===== src/inc/vpf_map.vh =====
// packet layout constants for the vbi packet formatter
`ifndef VPF_MAP_VH
`define VPF_MAP_VH

// ----------------------------------------------------------------------
// packet geometry (byte positions inside one packet)
// ----------------------------------------------------------------------
`define VPF_PKT_LEN 6'd56
`define VPF_POS_SAV 6'd3
`define VPF_POS_SDID 6'd4
`define VPF_POS_DWC 6'd5
`define VPF_POS_IDENT_ONE 6'd6
`define VPF_POS_IDENT_TWO 6'd7
`define VPF_POS_PAY 6'd8
`define VPF_POS_BC 6'd50
`define VPF_POS_CSUM 6'd51
`define VPF_POS_EAV 6'd55
`define VPF_PAY_MAX 6'd42

// ----------------------------------------------------------------------
// fixed byte values
// ----------------------------------------------------------------------
`define VPF_TRS_FF 8'hFF
`define VPF_TRS_00 8'h00
`define VPF_DWORD_CNT 8'h0B
`define VPF_STUFF 8'hA0
`define VPF_MOJI_LEN 6'd35

// ----------------------------------------------------------------------
// timing reference code fields
// ----------------------------------------------------------------------
`define VPF_TRS_ONE_BIT 7
`define VPF_TRS_F_BIT 6
`define VPF_TRS_V_BIT 5
`define VPF_TRS_H_BIT 4

`endif


===== src/rtl/vpf_packet_formatter.v =====
// vbi packet formatter: wraps one sliced line into a fixed 56-byte packet
//
// How it works
// - every packet is exactly 56 bytes including start and end codes.
// - start and end codes built from field identity and configured bits.
// - a 4-byte internal header follows the start code, with ident bytes.
// - packet closes with byte count, then checksum, then end code.
// - bytes between last payload byte and byte count are stuffed A0.
// - 35-byte character-broadcast lines are packed like any other line.
// - first payload byte directly follows the header, nothing between.
// - packets leave on the image port video byte stream.
`include "vpf_map.vh"

module vpf_packet_formatter #(
    parameter PAY_MAX = 42,
    parameter AW = 6
) (
    // clock and reset
    input wire clk_sys,
    input wire resetn,
    // payload load port
    input wire load_en,
    input wire [AW-1:0] load_addr,
    input wire [7:0] load_data,
    // packet request
    input wire pkt_start,
    input wire [5:0] pkt_len,
    input wire [3:0] pkt_type,
    input wire [9:0] pkt_line,
    input wire pkt_field_odd,
    // configuration
    input wire [7:0] cfg_sdid,
    input wire cfg_vbit,
    // status
    output reg pkt_ready,
    // image port stream
    output reg [7:0] vid_data,
    output reg vid_valid,
    output reg vid_sop,
    output reg vid_eop
);

    // ------------------------------------------------------------------
    // state
    // ------------------------------------------------------------------
    localparam ST_IDLE = 1'b0;
    localparam ST_RUN = 1'b1;

    reg state;
    reg next_state;
    reg [5:0] pos;
    reg [5:0] next_pos;
    reg [5:0] len;
    reg [7:0] header_ident_byte_one;
    reg [7:0] header_ident_byte_two;
    reg [7:0] sdid;
    reg field;
    reg vbit;
    reg [7:0] csum;
    reg [7:0] next_csum;
    reg [7:0] cur_byte;
    reg [AW-1:0] rd_addr;
    wire [7:0] rd_data;
    wire [5:0] pay_idx;
    wire take;

    assign take = (state == ST_IDLE) && pkt_ready && pkt_start;
    assign pay_idx = pos - `VPF_POS_PAY;

    // ------------------------------------------------------------------
    // payload store
    // ------------------------------------------------------------------
    always @* begin
        rd_addr = pay_idx[AW-1:0];
    end

    vpf_line_store #(
        .DEPTH(PAY_MAX),
        .AW(AW)
    ) u_store (
        .clk_sys(clk_sys),
        .wr_en(load_en && (state == ST_IDLE)),
        .wr_addr(load_addr),
        .wr_data(load_data),
        .rd_addr(rd_addr),
        .rd_data(rd_data)
    );

    // ------------------------------------------------------------------
    // timing reference code: 1 F V H and protection bits
    // ------------------------------------------------------------------
    function [7:0] trs_code;
        input f;
        input v;
        input h;
        begin
            trs_code[`VPF_TRS_ONE_BIT] = 1'b1;
            trs_code[`VPF_TRS_F_BIT] = f;
            trs_code[`VPF_TRS_V_BIT] = v;
            trs_code[`VPF_TRS_H_BIT] = h;
            trs_code[3] = v ^ h;
            trs_code[2] = f ^ h;
            trs_code[1] = f ^ v;
            trs_code[0] = f ^ v ^ h;
        end
    endfunction

    // ------------------------------------------------------------------
    // byte selection by position
    // ------------------------------------------------------------------
    always @* begin
        cur_byte = `VPF_TRS_00;
        if (pos == 6'd0 || pos == `VPF_POS_EAV - 6'd3) begin
            cur_byte = `VPF_TRS_FF;
        end else if (pos == `VPF_POS_SAV) begin
            cur_byte = trs_code(field, vbit, 1'b0);
        end else if (pos == `VPF_POS_SDID) begin
            cur_byte = sdid;
        end else if (pos == `VPF_POS_DWC) begin
            cur_byte = `VPF_DWORD_CNT;
        end else if (pos == `VPF_POS_IDENT_ONE) begin
            cur_byte = header_ident_byte_one;
        end else if (pos == `VPF_POS_IDENT_TWO) begin
            cur_byte = header_ident_byte_two;
        end else if (pos >= `VPF_POS_PAY && pos < `VPF_POS_BC) begin
            // payload starts at the first slot after the header
            if (pay_idx < len) begin
                cur_byte = rd_data;
            end else begin
                cur_byte = `VPF_STUFF;
            end
        end else if (pos == `VPF_POS_BC) begin
            cur_byte = {2'b00, len};
        end else if (pos == `VPF_POS_CSUM) begin
            cur_byte = csum;
        end else if (pos == `VPF_POS_EAV) begin
            cur_byte = trs_code(field, vbit, 1'b1);
        end
    end

    // ------------------------------------------------------------------
    // sequencing
    // ------------------------------------------------------------------
    always @* begin
        next_state = state;
        next_pos = pos;
        next_csum = csum;
        case (state)
            ST_IDLE: begin
                if (take) begin
                    next_state = ST_RUN;
                    next_pos = 6'd0;
                    next_csum = 8'h00;
                end
            end
            ST_RUN: begin
                if (pos >= `VPF_POS_SDID && pos <= `VPF_POS_BC) begin
                    next_csum = csum + cur_byte;
                end
                if (pos == `VPF_PKT_LEN - 6'd1) begin
                    next_state = ST_IDLE;
                end else begin
                    next_pos = pos + 6'd1;
                end
            end
            default: begin
                next_state = ST_IDLE;
            end
        endcase
    end

    always @(posedge clk_sys) begin
        if (!resetn) begin
            state <= ST_IDLE;
            pos <= 6'd0;
            csum <= 8'h00;
            len <= 6'd0;
            header_ident_byte_one <= 8'h00;
            header_ident_byte_two <= 8'h00;
            sdid <= 8'h00;
            field <= 1'b0;
            vbit <= 1'b0;
        end else begin
            state <= next_state;
            pos <= next_pos;
            csum <= next_csum;
            if (take) begin
                // lengths beyond the payload area are clipped
                if (pkt_len > `VPF_PAY_MAX) begin
                    len <= `VPF_PAY_MAX;
                end else begin
                    len <= pkt_len;
                end
                header_ident_byte_one <= {pkt_type, 2'b00, pkt_line[9:8]};
                header_ident_byte_two <= pkt_line[7:0];
                sdid <= cfg_sdid;
                field <= pkt_field_odd;
                vbit <= cfg_vbit;
            end
        end
    end

    // ------------------------------------------------------------------
    // registered image port outputs
    // ------------------------------------------------------------------
    always @(posedge clk_sys) begin
        if (!resetn) begin
            vid_data <= 8'h00;
            vid_valid <= 1'b0;
            vid_sop <= 1'b0;
            vid_eop <= 1'b0;
            pkt_ready <= 1'b0;
        end else begin
            vid_valid <= (state == ST_RUN);
            vid_data <= (state == ST_RUN) ? cur_byte : 8'h00;
            vid_sop <= (state == ST_RUN) && (pos == 6'd0);
            vid_eop <= (state == ST_RUN) && (pos == `VPF_POS_EAV);
            pkt_ready <= (next_state == ST_IDLE);
        end
    end

endmodule


===== src/rtl/vpf_line_store.v =====
// payload line store holding the sliced bytes of one line
module vpf_line_store #(
    parameter DEPTH = 42,
    parameter AW = 6
) (
    // clock
    input wire clk_sys,
    // write side
    input wire wr_en,
    input wire [AW-1:0] wr_addr,
    input wire [7:0] wr_data,
    // read side
    input wire [AW-1:0] rd_addr,
    output wire [7:0] rd_data
);

    reg [7:0] mem [0:DEPTH-1];

    always @(posedge clk_sys) begin
        if (wr_en) begin
            mem[wr_addr] <= wr_data;
        end
    end

    assign rd_data = mem[rd_addr];

endmodule


===== config.mk =====
export PLATFORM = sky130hd
export DESIGN_NAME = vpf_packet_formatter
export DESIGN_NICKNAME = d
export VERILOG_FILES = /design/src/rtl/vpf_packet_formatter.v /design/src/rtl/vpf_line_store.v
export VERILOG_INCLUDE_DIRS = /design/src /design/src/inc
export SDC_FILE = /design/constraint.sdc
export NUM_CORES = 1
export LEC_CHECK = 0
export ABC_AREA = 1
export CORE_ASPECT_RATIO = 2
export CORE_UTILIZATION = 42
export CTS_CLUSTER_SIZE = 8
export DETAILED_ROUTE_END_ITERATION = 12
export DONT_BUFFER_PORTS = 1
export GPL_TIMING_DRIVEN = 0
export PLACE_DENSITY = 0.66
export SYNTH_ARGS = -nofsm -noshare
export SYNTH_HDL_FRONTEND = slang
export SYNTH_SLANG_ARGS = --single-unit

===== constraint.sdc =====
create_clock -name clk_sys -period 4.1 [get_ports clk_sys]
set_input_delay 1.23 -clock clk_sys [delete_from_list [all_inputs] [get_ports clk_sys]]
set_output_delay 1.23 -clock clk_sys [all_outputs]
set_load 0.05 [all_outputs]

==> impl_results.md, run 1 <==
* Core Rows at about 100
* Critical Path RT at 4.61 ns
* Power Density at between 400 and 500 nW/um^2
* Crit path kind: register to register
* Most common cell after layout, fill and taps aside: nand2_1
* GRT busiest layer: met2
* Synth cell types at 52
* Met1 GRT Util at 28.2%
* Vias/cell at 5.83
* Port bufs at 0
* Crit path max fanout at 10
* Skew final at between 0.015 and 0.02 ns
* Fillcell total at around 3400
* Critical path arrival at 4.59 ns
* P_sw at approximately 2300 uW
* Largest net degree at the start of global routing at between 40 and 50
* Seq cells post-synth at between 300 and 400
* Share of cells above drive strength 1 at approximately 14%
* Synthesis warning total at 0
* # hold bufs at CTS at 0
* Seq pwr share at 46.8%
* DRC at 0
* GRT Overall Usage at between 20% and 30%
* Via Count at around 13000
* Syn Nets at between 1500 and 2000
* Tot Pwr at around 9500 uW
* Final std cells w/o fill at 2168
* Max frequency at ~250 MHz
* Area grow syn2layout at 17.8%
* Ys flop type: edfxtp_1
* Initial antenna violation count at 0
* Die H at roughly 280 microns
* Core area at between 30000 and 40000 sq um
* Number of I/O pins at 60
* Total wire length at a little under 60000 microns
* Mapped Area at between 15000 and 20000 sq um
* Final Cycle Share at 99.5%
* Clk Latency, worst-skew pair at ~0.6 ns
* Slew @ Worst Pin at 1.10 ns
* Status: finished, final reports clean
* GR Util met3 at under 10%
* Startpoint types: register
* Minimum clock period at around 4 ns
* Comb pwr share at under 10%
* Clock Sinks at about 390
* CTS tree: yes
* Chip Width at around 140 microns
* DP Wirelength at 40300 microns
* Crit. End Element: register
* Register area share after synthesis at ~67%
* GR Util met2 at between 50% and 60%
* Initial Utilization at a little over two fifths
* Max clock buf depth at 3
* Synth Instances at around 1500
* Final Hold Viols at 0
* Commonest cells after routing, fill and taps aside: 342 x nand2_1, 336 x edfxtp_1, 166 x nor2_1
* Clk pwr share at between 40% and 50%
* Hold Slack at between 0.4 and 0.5 ns
* Die ar. at approximately 41000 sq um
* Switching share of power at 24.8%
* DRT antenna net count at 0
* EDFF count, synth at 336
* Syn Area/Cell at 10.9 sq um
* Antenna Cells at 0
* DR iter-0 viols at around 1400
* First drt pass iteration count at 6
* Routability cong. at 0.975
* Nets@finish at roughly 1700
* Slew HR at 26.6%
* Inst Count DP at 2064
* Max_cap viols at 0
* HP Class: register to register
* Slew Limit Fails at 0
* Int Pwr at about 7100 uW
* Post-synth ARST share at 0%
* Setup violators final at 0
* Wirelength per Cell at between 20 and 30 microns
* Vias in the first global route at ~13000
* Leak Pwr at roughly 0.007 uW
* Root buf cell: clkbuf_16
* First-pass GRT wire length at 84200 microns
* Total grt overflow at 0
* Clock-pin slew on the worst setup and hold paths at 0.05 ns
* H-tree depth at 2
* Worst VDD drop at 0.000335 V
* CTS buffer count at 55
-- critical path: stages (launching register included) --
cell and delay [ns]:
dfxtp_4 0.36, buf_12 0.15, clkinv_8 0.07, buf_4 0.27, buf_2 0.43, nor2_1 0.09
o221ai_1 0.28, nand3_1 0.28, nand3_1 0.23, nand3_1 0.09, nand2_1 0.07, nand2_1 0.07
nand2_1 0.08, nand2_1 0.10, nand2_2 0.13, ha_4 0.23, a21oi_2 0.19, o31ai_4 0.09
inv_1 0.07, nor2_2 0.05, o21ai_1 0.14, nand2_1 0.10, buf_4 0.14, a21o_1 0.18
a21oi_2 0.11
-- routing by layer --
metal  routed length [microns]  part of all wire, %  vias up
li1                          -                    -     5526
met1                     17300                   29     6003
met2                     30300                   51      830
met3                      5350                  9.0      284
met4                      6410                   11        0
met5                         0                    0        -
-- cells in the mapped netlist, drive strengths merged, types with 2 or more instances --
| master | number | area share (%) |
|---|---|---|
| o22ai | 20 | 0.75 |
| nand3 | 103 | 3.2 |
| dfxtp | 57 | 6.8 |
| o31ai | 2 | 0.090 |
| a22o | 7 | 0.37 |
| o211ai | 6 | 0.27 |
| xor2 | 3 | 0.16 |
| nor3 | 7 | 0.24 |
| ha | 19 | 1.4 |
| a21oi | 93 | 2.8 |
| or2 | 2 | 0.075 |
| a32o | 3 | 0.18 |
| a21o | 2 | 0.090 |
| o21ai | 126 | 3.8 |
| inv | 100 | 2.3 |
| nor2 | 177 | 4.2 |
| o221ai | 7 | 0.37 |
| a211oi | 2 | 0.090 |
| a22oi | 11 | 0.49 |
| nand4 | 16 | 0.60 |
| buf | 57 | 2.2 |
| clkbuf | 13 | 0.30 |
| edfxtp | 336 | 60 |
| o2111ai | 2 | 0.10 |
| nand2 | 355 | 8.0 |
-- path summary, 6_finish.rpt --
path / from / end / slack, ns / depth (start not counted)
worst max-delay path: pos[0]$_SDFFE_PN0P_ / csum[6]$_SDFFE_PN0P_ / 0.02 / 24
worst min register to register: sdid[0]$_SDFFE_PN0P_ / sdid[0]$_SDFFE_PN0P_ / 0.48 / 2
worst min-delay path: sdid[0]$_SDFFE_PN0P_ / sdid[0]$_SDFFE_PN0P_ / 0.48 / 2
worst max register to register: pos[0]$_SDFFE_PN0P_ / csum[6]$_SDFFE_PN0P_ / 0.02 / 24
-- final cells by class --
| cell class | instances | area (sq um) | area share (%) |
|---|---|---|---|
| plain buffers | 69 | 653 | 3.32 |
| clock buffers | 73 | 1470 | 7.44 |
| clock inverters | 3 | 58.8 | 0.299 |
| inverters | 101 | 420 | 2.13 |
| multi-input cells | 975 | 4980 | 25.3 |
| flip-flops and latches | 393 | 11200 | 57.1 |
| well taps | 525 | 657 | 3.34 |
| repair buffers | 29 | 218 | 1.11 |
-- stage by stage --
step           TNS (ns)  cell area (sq um)  setup slack [ns]  utilization (%)
2_1_floorplan         0              16700            0.0579                -
6_report              0              19700            0.0196             50.1
4_1_cts        -0.00451              19100          -0.00451             48.6
3_3_place_gp      -3.95              17400            -0.968             44.2
5_1_grt         -0.0926              19700           -0.0581             50.1
3_5_place_dp      -4.64              17400             -1.06             44.2
-- state kept, by name, indices dropped and copies added, names as in the netlist --
| signal | count |
|---|---|
| header_ident_byte_one | 6 |
| pkt_ready | 1 |
| u_store.mem | 336 |
| field | 1 |
| vbit | 1 |
| sdid | 8 |
| vid_data | 8 |
| csum | 8 |
| header_ident_byte_two | 8 |
| vid_valid | 1 |
| pos | 6 |
| vid_sop | 1 |
| vid_eop | 1 |
| len | 6 |
| state | 1 |
-- power by group through the flow --
| stage | Sequential, uW | Clock [uW] | Combinational, uW |
|---|---|---|---|
| after floorplan | 4490 | 0 | 437 |
| after global placement | 4500 | 0 | 737 |
| after detailed placement | 4500 | 0 | 749 |
| after CTS | 4430 | 4100 | 774 |
| after global routing | 4430 | 4260 | 960 |
| final | 4430 | 4110 | 922 |
-- cells by family after synthesis --
kind of cell             synth area share (%)
buffers and inverters                    4.81
adder cells (fa/ha/maj)                  1.54
AND/OR/NAND/NOR                          16.5
AO/OA/AOI/OAI                            9.70
flip-flops                               67.2
XOR/XNOR                                0.255
-- timing repair --
action | in CTS | in global routing
gates resized for setup | 45 | 116
pin swaps | 3 | 19
gates cloned | 0 | 0
setup buffers | 5 | 24
endpoints found under the setup margin | 7 | 6
Note: power is estimated with default switching activity, not from simulation.
==> inputs of run 2 (changes only) <==
--- a/config.mk
+++ b/config.mk
@@ -9,11 +9,13 @@
 export ABC_AREA = 1
 export CORE_ASPECT_RATIO = 2
 export CORE_UTILIZATION = 42
+export CTS_BUF_LIST = sky130_fd_sc_hd__clkbuf_8
 export CTS_CLUSTER_SIZE = 8
 export DETAILED_ROUTE_END_ITERATION = 12
 export DONT_BUFFER_PORTS = 1
 export GPL_TIMING_DRIVEN = 0
 export PLACE_DENSITY = 0.66
+export SETUP_SLACK_MARGIN = 0.02
 export SYNTH_ARGS = -nofsm -noshare
 export SYNTH_HDL_FRONTEND = slang
 export SYNTH_SLANG_ARGS = --single-unit
==> constraint.sdc (replaced) <==
create_clock -name clk_sys -period 3.3 [get_ports clk_sys]
set_input_delay 0.99 -clock clk_sys [delete_from_list [all_inputs] [get_ports clk_sys]]
set_output_delay 0.99 -clock clk_sys [all_outputs]
set_load 0.05 [all_outputs]
==> impl_results.md, run 2 (synthesis results as in run 1) <==
* Setup TNS at -2.58 ns
* Nets@finish at about 1700
* Most common cell after layout, fill and taps aside: nand2_1
* Vias/cell at slightly below 6
* Port bufs at 0
* Worst Hold Depth at 0
* Clock Sinks at approximately 390
* Chip Width at ~140 microns
* DRC at 0
* First-pass GRT wire length at around 83000 microns
* Commonest cells after routing, fill and taps aside: 340 x nand2_1, 336 x edfxtp_1, 169 x nor2_1
* Initial Utilization at 42.5%
* First drt pass iteration count at 7
* GRT Overall Usage at approximately 30%
* Root buf cell: clkbuf_8
* Final worst setup slack at -0.673 ns
* Initial antenna violation count at 2
* Slew HR at around 22%
* Slew @ Worst Pin at 1.17 ns
* Clock-pin slew on the worst setup and hold paths at ~0.070 ns
* Critical path's top delay family: compound AO/OA/AOI/OAI gates
* Power Density at 527 nW/um^2
* Minimum clock period at 3.97 ns
* Tot Pwr at approximately 10000 uW
* Clk Latency, worst-skew pair at ~0.65 ns
* Largest reg by FF count: u_store.mem
* Core area at 39300 sq um
* Max frequency at ~250 MHz
* Fillcell total at ~3500
* Final Cycle Share at 120%
* Final core utilization at roughly half
* Total grt overflow at 0
* DP Wirelength at about 40000 microns
* Critical Path RT at roughly 3.9 ns
* Area grow syn2layout at 13.9%
* H-tree depth at 2
* Slowest stage delay, CP at 0.37 ns
* Die H at between 200 and 300 microns
* Buffers & Inverters on Critical Path at 7
* Crit. End Element: register
* Die ar. at slightly above 40000 sq um
* CTS buffer count at 56
* Worst R2R Path Depth at 29
* Worst VDD drop at about 0.0003 V
* Wirelength per Cell at between 20 and 30 microns
* Max clock buf depth at 3
* Via Count at roughly 13000
* Number of flip-flops in the largest register at 336
* RR Endpoint: csum[6]$_SDFFE_PN0P_
* Hold Slack at about 0.43 ns
* Largest net degree at the start of global routing at 43
* CTS tree: yes
* Leak Pwr at 0.00693 uW
* Beginning of the worst hold path: load_data[0]
* Total wire length at between 50000 and 60000 microns
* Hold EP: u_store.mem[30][0]$_DFFE_PP_
* # hold bufs at CTS at 0
* Critical path arrival at between 4 and 5 ns
* HP Class: input port to register
* Setup violators final at 7
* Routability cong. at between 0.9 and 1
* RSZ-0062 raised after global routing: true
* DR iter-0 viols at between 1000 and 1500
* Reg2reg start: pos[3]$_SDFFE_PN0P_
* Failing checks: negative setup slack
* Slew Limit Fails at 0
* Reg-to-reg setup timing slack at -0.67 ns
* Startpoint types: register
* Crit path max fanout at 3
* Share of cells above drive strength 1 at 13.6%
* Skew final at roughly 0.021 ns
* Max_cap viols at 0
* Core Rows at between 100 and 150
* Status: complete, but fails checks
* Final Hold Viols at 0
* Slowest CP cell: xnor2_4
* Number of I/O pins at 60
* Crit path kind: register to register
* DRT antenna net count at 0
* Vias in the first global route at 12600
==> run 2: cell count changes in the layout (fill, tap and decap cells not counted), moves of 4 or more <==
cell	delta
nand3_4	+4
clkbuf_8	+59
buf_12	-5
o21ai_1	+5
o21ai_0	-4
inv_1	+14
clkbuf_16	-56
nand2_4	+4
clkbuf_4	-9
clkbuf_1	-17
buf_6	+14
==> run 2: routing by layer <==
metal	vias to the layer above	global-route usage, %	share of wire (%)
met1	6023	26.8	30
met5	-	0	0
li1	5514	-	-
met2	820	52.0	51
met4	0	28.3	11
met3	288	7.61	8.4
==> run 2: area by class of cell <==
class                   instances  area [sq um]  area share (%)
flip-flops and latches        393         11200            59.0
multi-input cells             975          5020            26.4
clock buffers                  58           798            4.19
well taps                     525           657            3.45
plain buffers                  70           654            3.44
inverters                     101           410            2.15
repair buffers                 20           154           0.808
clock inverters                22           113           0.591
diodes                          2          5.00          0.0263
==> run 2: power by group <==
group	internal (uW)	switching, uW	leakage, uW
Sequential	5430	56.6	0.00349
Combinational	327	783	0.00292
Clock	1600	1850	0.000524
Total	7360	2690	0.00693
==> run 2: per-stage QoR <==
stage | setup WS [ns] | std cells | cell area (sq um)
after CTS | -0.576 | 2160 | 18900
after global routing | -0.821 | 2166 | 19000
after floorplan | -0.310 | 1539 | 16800
after global placement | -1.24 | 2064 | 17400
after detailed placement | -1.28 | 2064 | 17400
final | -0.673 | 2166 | 19000
==> run 2: repair_timing <==
action	CTS	global route
resized for setup	122	24
pin swaps	22	22
setup endpoints to repair	8	7
buffers inserted	16	5
==> run 2: worst max path at each step <==
stage | startpoint | endpoint | depth (start not counted)
global placement | pos[1]$_SDFFE_PN0P_ | csum[6]$_SDFFE_PN0P_ | 25
detailed placement | pos[1]$_SDFFE_PN0P_ | csum[6]$_SDFFE_PN0P_ | 25
finish | pos[3]$_SDFFE_PN0P_ | csum[6]$_SDFFE_PN0P_ | 29
floorplan | pos[3]$_SDFFE_PN0P_ | csum[6]$_SDFFE_PN0P_ | 29
CTS | pos[3]$_SDFFE_PN0P_ | csum[6]$_SDFFE_PN0P_ | 29
global route | pos[3]$_SDFFE_PN0P_ | csum[6]$_SDFFE_PN0P_ | 29
==> inputs of run 3 (changes only) <==
--- a/config.mk
+++ b/config.mk
@@ -7,14 +7,13 @@
 export NUM_CORES = 1
 export LEC_CHECK = 0
 export ABC_AREA = 1
-export CORE_ASPECT_RATIO = 2
 export CORE_UTILIZATION = 42
 export CTS_BUF_LIST = sky130_fd_sc_hd__clkbuf_8
 export CTS_CLUSTER_SIZE = 8
 export DETAILED_ROUTE_END_ITERATION = 12
 export DONT_BUFFER_PORTS = 1
 export GPL_TIMING_DRIVEN = 0
-export PLACE_DENSITY = 0.66
+export PLACE_DENSITY = 0.63
 export SETUP_SLACK_MARGIN = 0.02
 export SYNTH_ARGS = -nofsm -noshare
 export SYNTH_HDL_FRONTEND = slang
==> constraint.sdc (replaced) <==
create_clock -name clk_sys -period 3.75 [get_ports clk_sys]
set_input_delay 1.125 -clock clk_sys [delete_from_list [all_inputs] [get_ports clk_sys]]
set_output_delay 1.125 -clock clk_sys [all_outputs]
set_load 0.05 [all_outputs]
==> impl_results.md, run 3 (synthesis results as in run 1) <==
* Final std cells w/o fill at approximately 2200
* Nets@finish at 1700
* Max_cap viols at 0
* Share of cells above drive strength 1 at between 10 and 15%
* Max clock buf depth at 3
* Initial antenna violation count at 0
* Clock-pin slew on the worst setup and hold paths at about 0.06 ns
* Leak Pwr at ~0.007 uW
* Worst VDD drop at about 0.00036 V
* Critical path's top delay family: simple AND/OR/NAND/NOR gates
* Slowest CP cell: o211ai_1
* Commonest cells after routing, fill and taps aside: 344 x nand2_1, 336 x edfxtp_1, 169 x nor2_1
* Max frequency at 261 MHz
* First-pass GRT wire length at between 70000 and 80000 microns
* Worst R2R Path Depth at 23
* Total wire length at around 54000 microns
* Worst Hold Depth at 2
* Slew @ Worst Pin at roughly 1.1 ns
* Number of flip-flops in the largest register at 336
* Setup violators final at 2
* Crit path max fanout at 10
* Levels on crit path at 23
* Final worst setup slack at -0.0845 ns
* Dpl ws at -0.667 ns
* # hold bufs at CTS at 0
* Vias in the first global route at about 12000
* DP Wirelength at approximately 34000 microns
* Chip Width at 201 microns
* Via Count at 12600
* Area grow syn2layout at 15.5%
* Number of I/O pins at 60
* DRC at 0
* Die H at between 200 and 250 microns
* DR iter-0 viols at between 1500 and 2000
* Slowest stage delay, CP at approximately 0.45 ns
* Largest reg by FF count: u_store.mem
* Cell Chain, Critical Path: buf_8 -> buf_8 -> buf_12 -> o21ai_0 -> o211ai_1 -> nand4_1 -> nand3_2 -> nand4_1 -> nand3_1 -> nand2_1 -> nand2_2 -> nand2_1 -> nand2_2 -> inv_1 -> fa_2 -> o31ai_4 -> inv_1 -> nor2_2 -> o21ai_1 -> nand2_1 -> o21ai_1 -> a21o_1 -> a21oi_1
* H-tree depth at 3
* Final Cycle Share at 102%
* Power Density at roughly 500 nW/um^2
* Root buf cell: clkbuf_8
* Skew final at about 0.026 ns
* Clock Sinks at around 390
* First drt pass iteration count at 7
* Status: complete, but fails checks
* Critical Path RT at 4.29 ns
* Startpoint types: register
* Clk Latency, worst-skew pair at a little over 0.6 ns
* Wirelength per Cell at 24.6 microns
* CTS tree: yes
* Fillcell total at 3510
* DRT antenna net count at 0
* Port bufs at 0
* Core Rows at ~70
* Total grt overflow at 0
* Final Hold Viols at 0
* Inst Count DP at roughly 2100
* RSZ-0062 raised after global routing: true
* Buffers & Inverters on Critical Path at 5
* Failing checks: negative setup slack
* Crit path kind: register to register
* Vias/cell at 5.71
* Most common cell after layout, fill and taps aside: nand2_1
* Routability cong. at 0.918
* Critical path arrival at approximately 4.4 ns
* Crit. End Element: register
* Die ar. at 40600 sq um
* Antenna Cells at 0
* Slew HR at 26.0%
* Slew Limit Fails at 0
* CTS buffer count at 69
* Minimum clock period at about 3.8 ns
* Core area at 38900 sq um
* GRT Overall Usage at a little over a quarter
* HP Class: register to register
* Final core utilization at 49.6%
* Initial Utilization at ~43%
* Crit-path most repeated cell: nand2_1
* Largest net degree at the start of global routing at 43
run 3: cell count changes in the layout (fill, tap and decap cells not counted), sizes merged:
cell / delta
bufinv: +2
clkbuf: +21
clkdlybuf4s15: -1
clkinv: +19
diode: -2
inv: +1
run 3: cell type report:
class                           count  area, sq um  area share (%)
Clock inverter                     44          228            1.18
Multi-Input combinational cell    975         4900            25.4
Inverter                          101          405            2.10
Tap cell                          518          648            3.36
Buffer                             67          654            3.39
Sequential cell                   393        11200            58.2
Timing Repair Buffer               25          188           0.972
Clock buffer                       76         1050            5.42
run 3: layer usage:
layer | track usage [%] | wire [microns] | up-vias
met3 | 7.52 | 6220 | 179
met2 | 41.6 | 24800 | 766
met4 | 12.7 | 2560 | 0
li1 | - | - | 5580
met5 | 0 | 0 | -
met1 | 33.8 | 20600 | 6030
run 3: final timing paths:
kind	startpoint	end	slack, ns
min	header_ident_byte_two[1]$_SDFFE_PN0P_	header_ident_byte_two[1]$_SDFFE_PN0P_	0.47
min reg2reg	header_ident_byte_two[1]$_SDFFE_PN0P_	header_ident_byte_two[1]$_SDFFE_PN0P_	0.47
max reg2reg	pos[0]$_SDFFE_PN0P_	csum[6]$_SDFFE_PN0P_	-0.08
max	pos[0]$_SDFFE_PN0P_	csum[6]$_SDFFE_PN0P_	-0.08
run 3: worst register-to-register path, delay by kind of cell (launching register included):
| kind | cells | cell delay [ns] |
|---|---|---|
| compound gates | 7 | 1.18 |
| fa+ha+maj | 1 | 0.37 |
| buf+inv | 5 | 0.62 |
| flops | 1 | 0.38 |
| simple gates | 10 | 1.21 |
run 3: stage by stage:
step / setup TNS (ns) / power [uW] / hold WS, ns / area [sq um]
after global placement: -2.29 / 5690 / 0.465 / 17400
final: -0.0956 / 9490 / 0.473 / 19300
after detailed placement: -2.75 / 5700 / 0.465 / 17400
after floorplan: 0 / 5390 / 0.446 / 16800
after CTS: 0 / 9420 / 0.476 / 19100
after global routing: -0.407 / 9730 / 0.486 / 19300
run 3: timing repair:
action                     CTS  global route
setup endpoints to repair    7             4
resized for setup           99            42
setup buffers               19             6
cloned                       0             0
pin swaps                   15            15
run 3: report_power, final:
group,internal (uW),total (uW),switching [uW],leakage [uW]
Sequential,4780,4830,45.0,0.00349
Combinational,291,924,633,0.00291
Clock,1990,3740,1750,0.000718
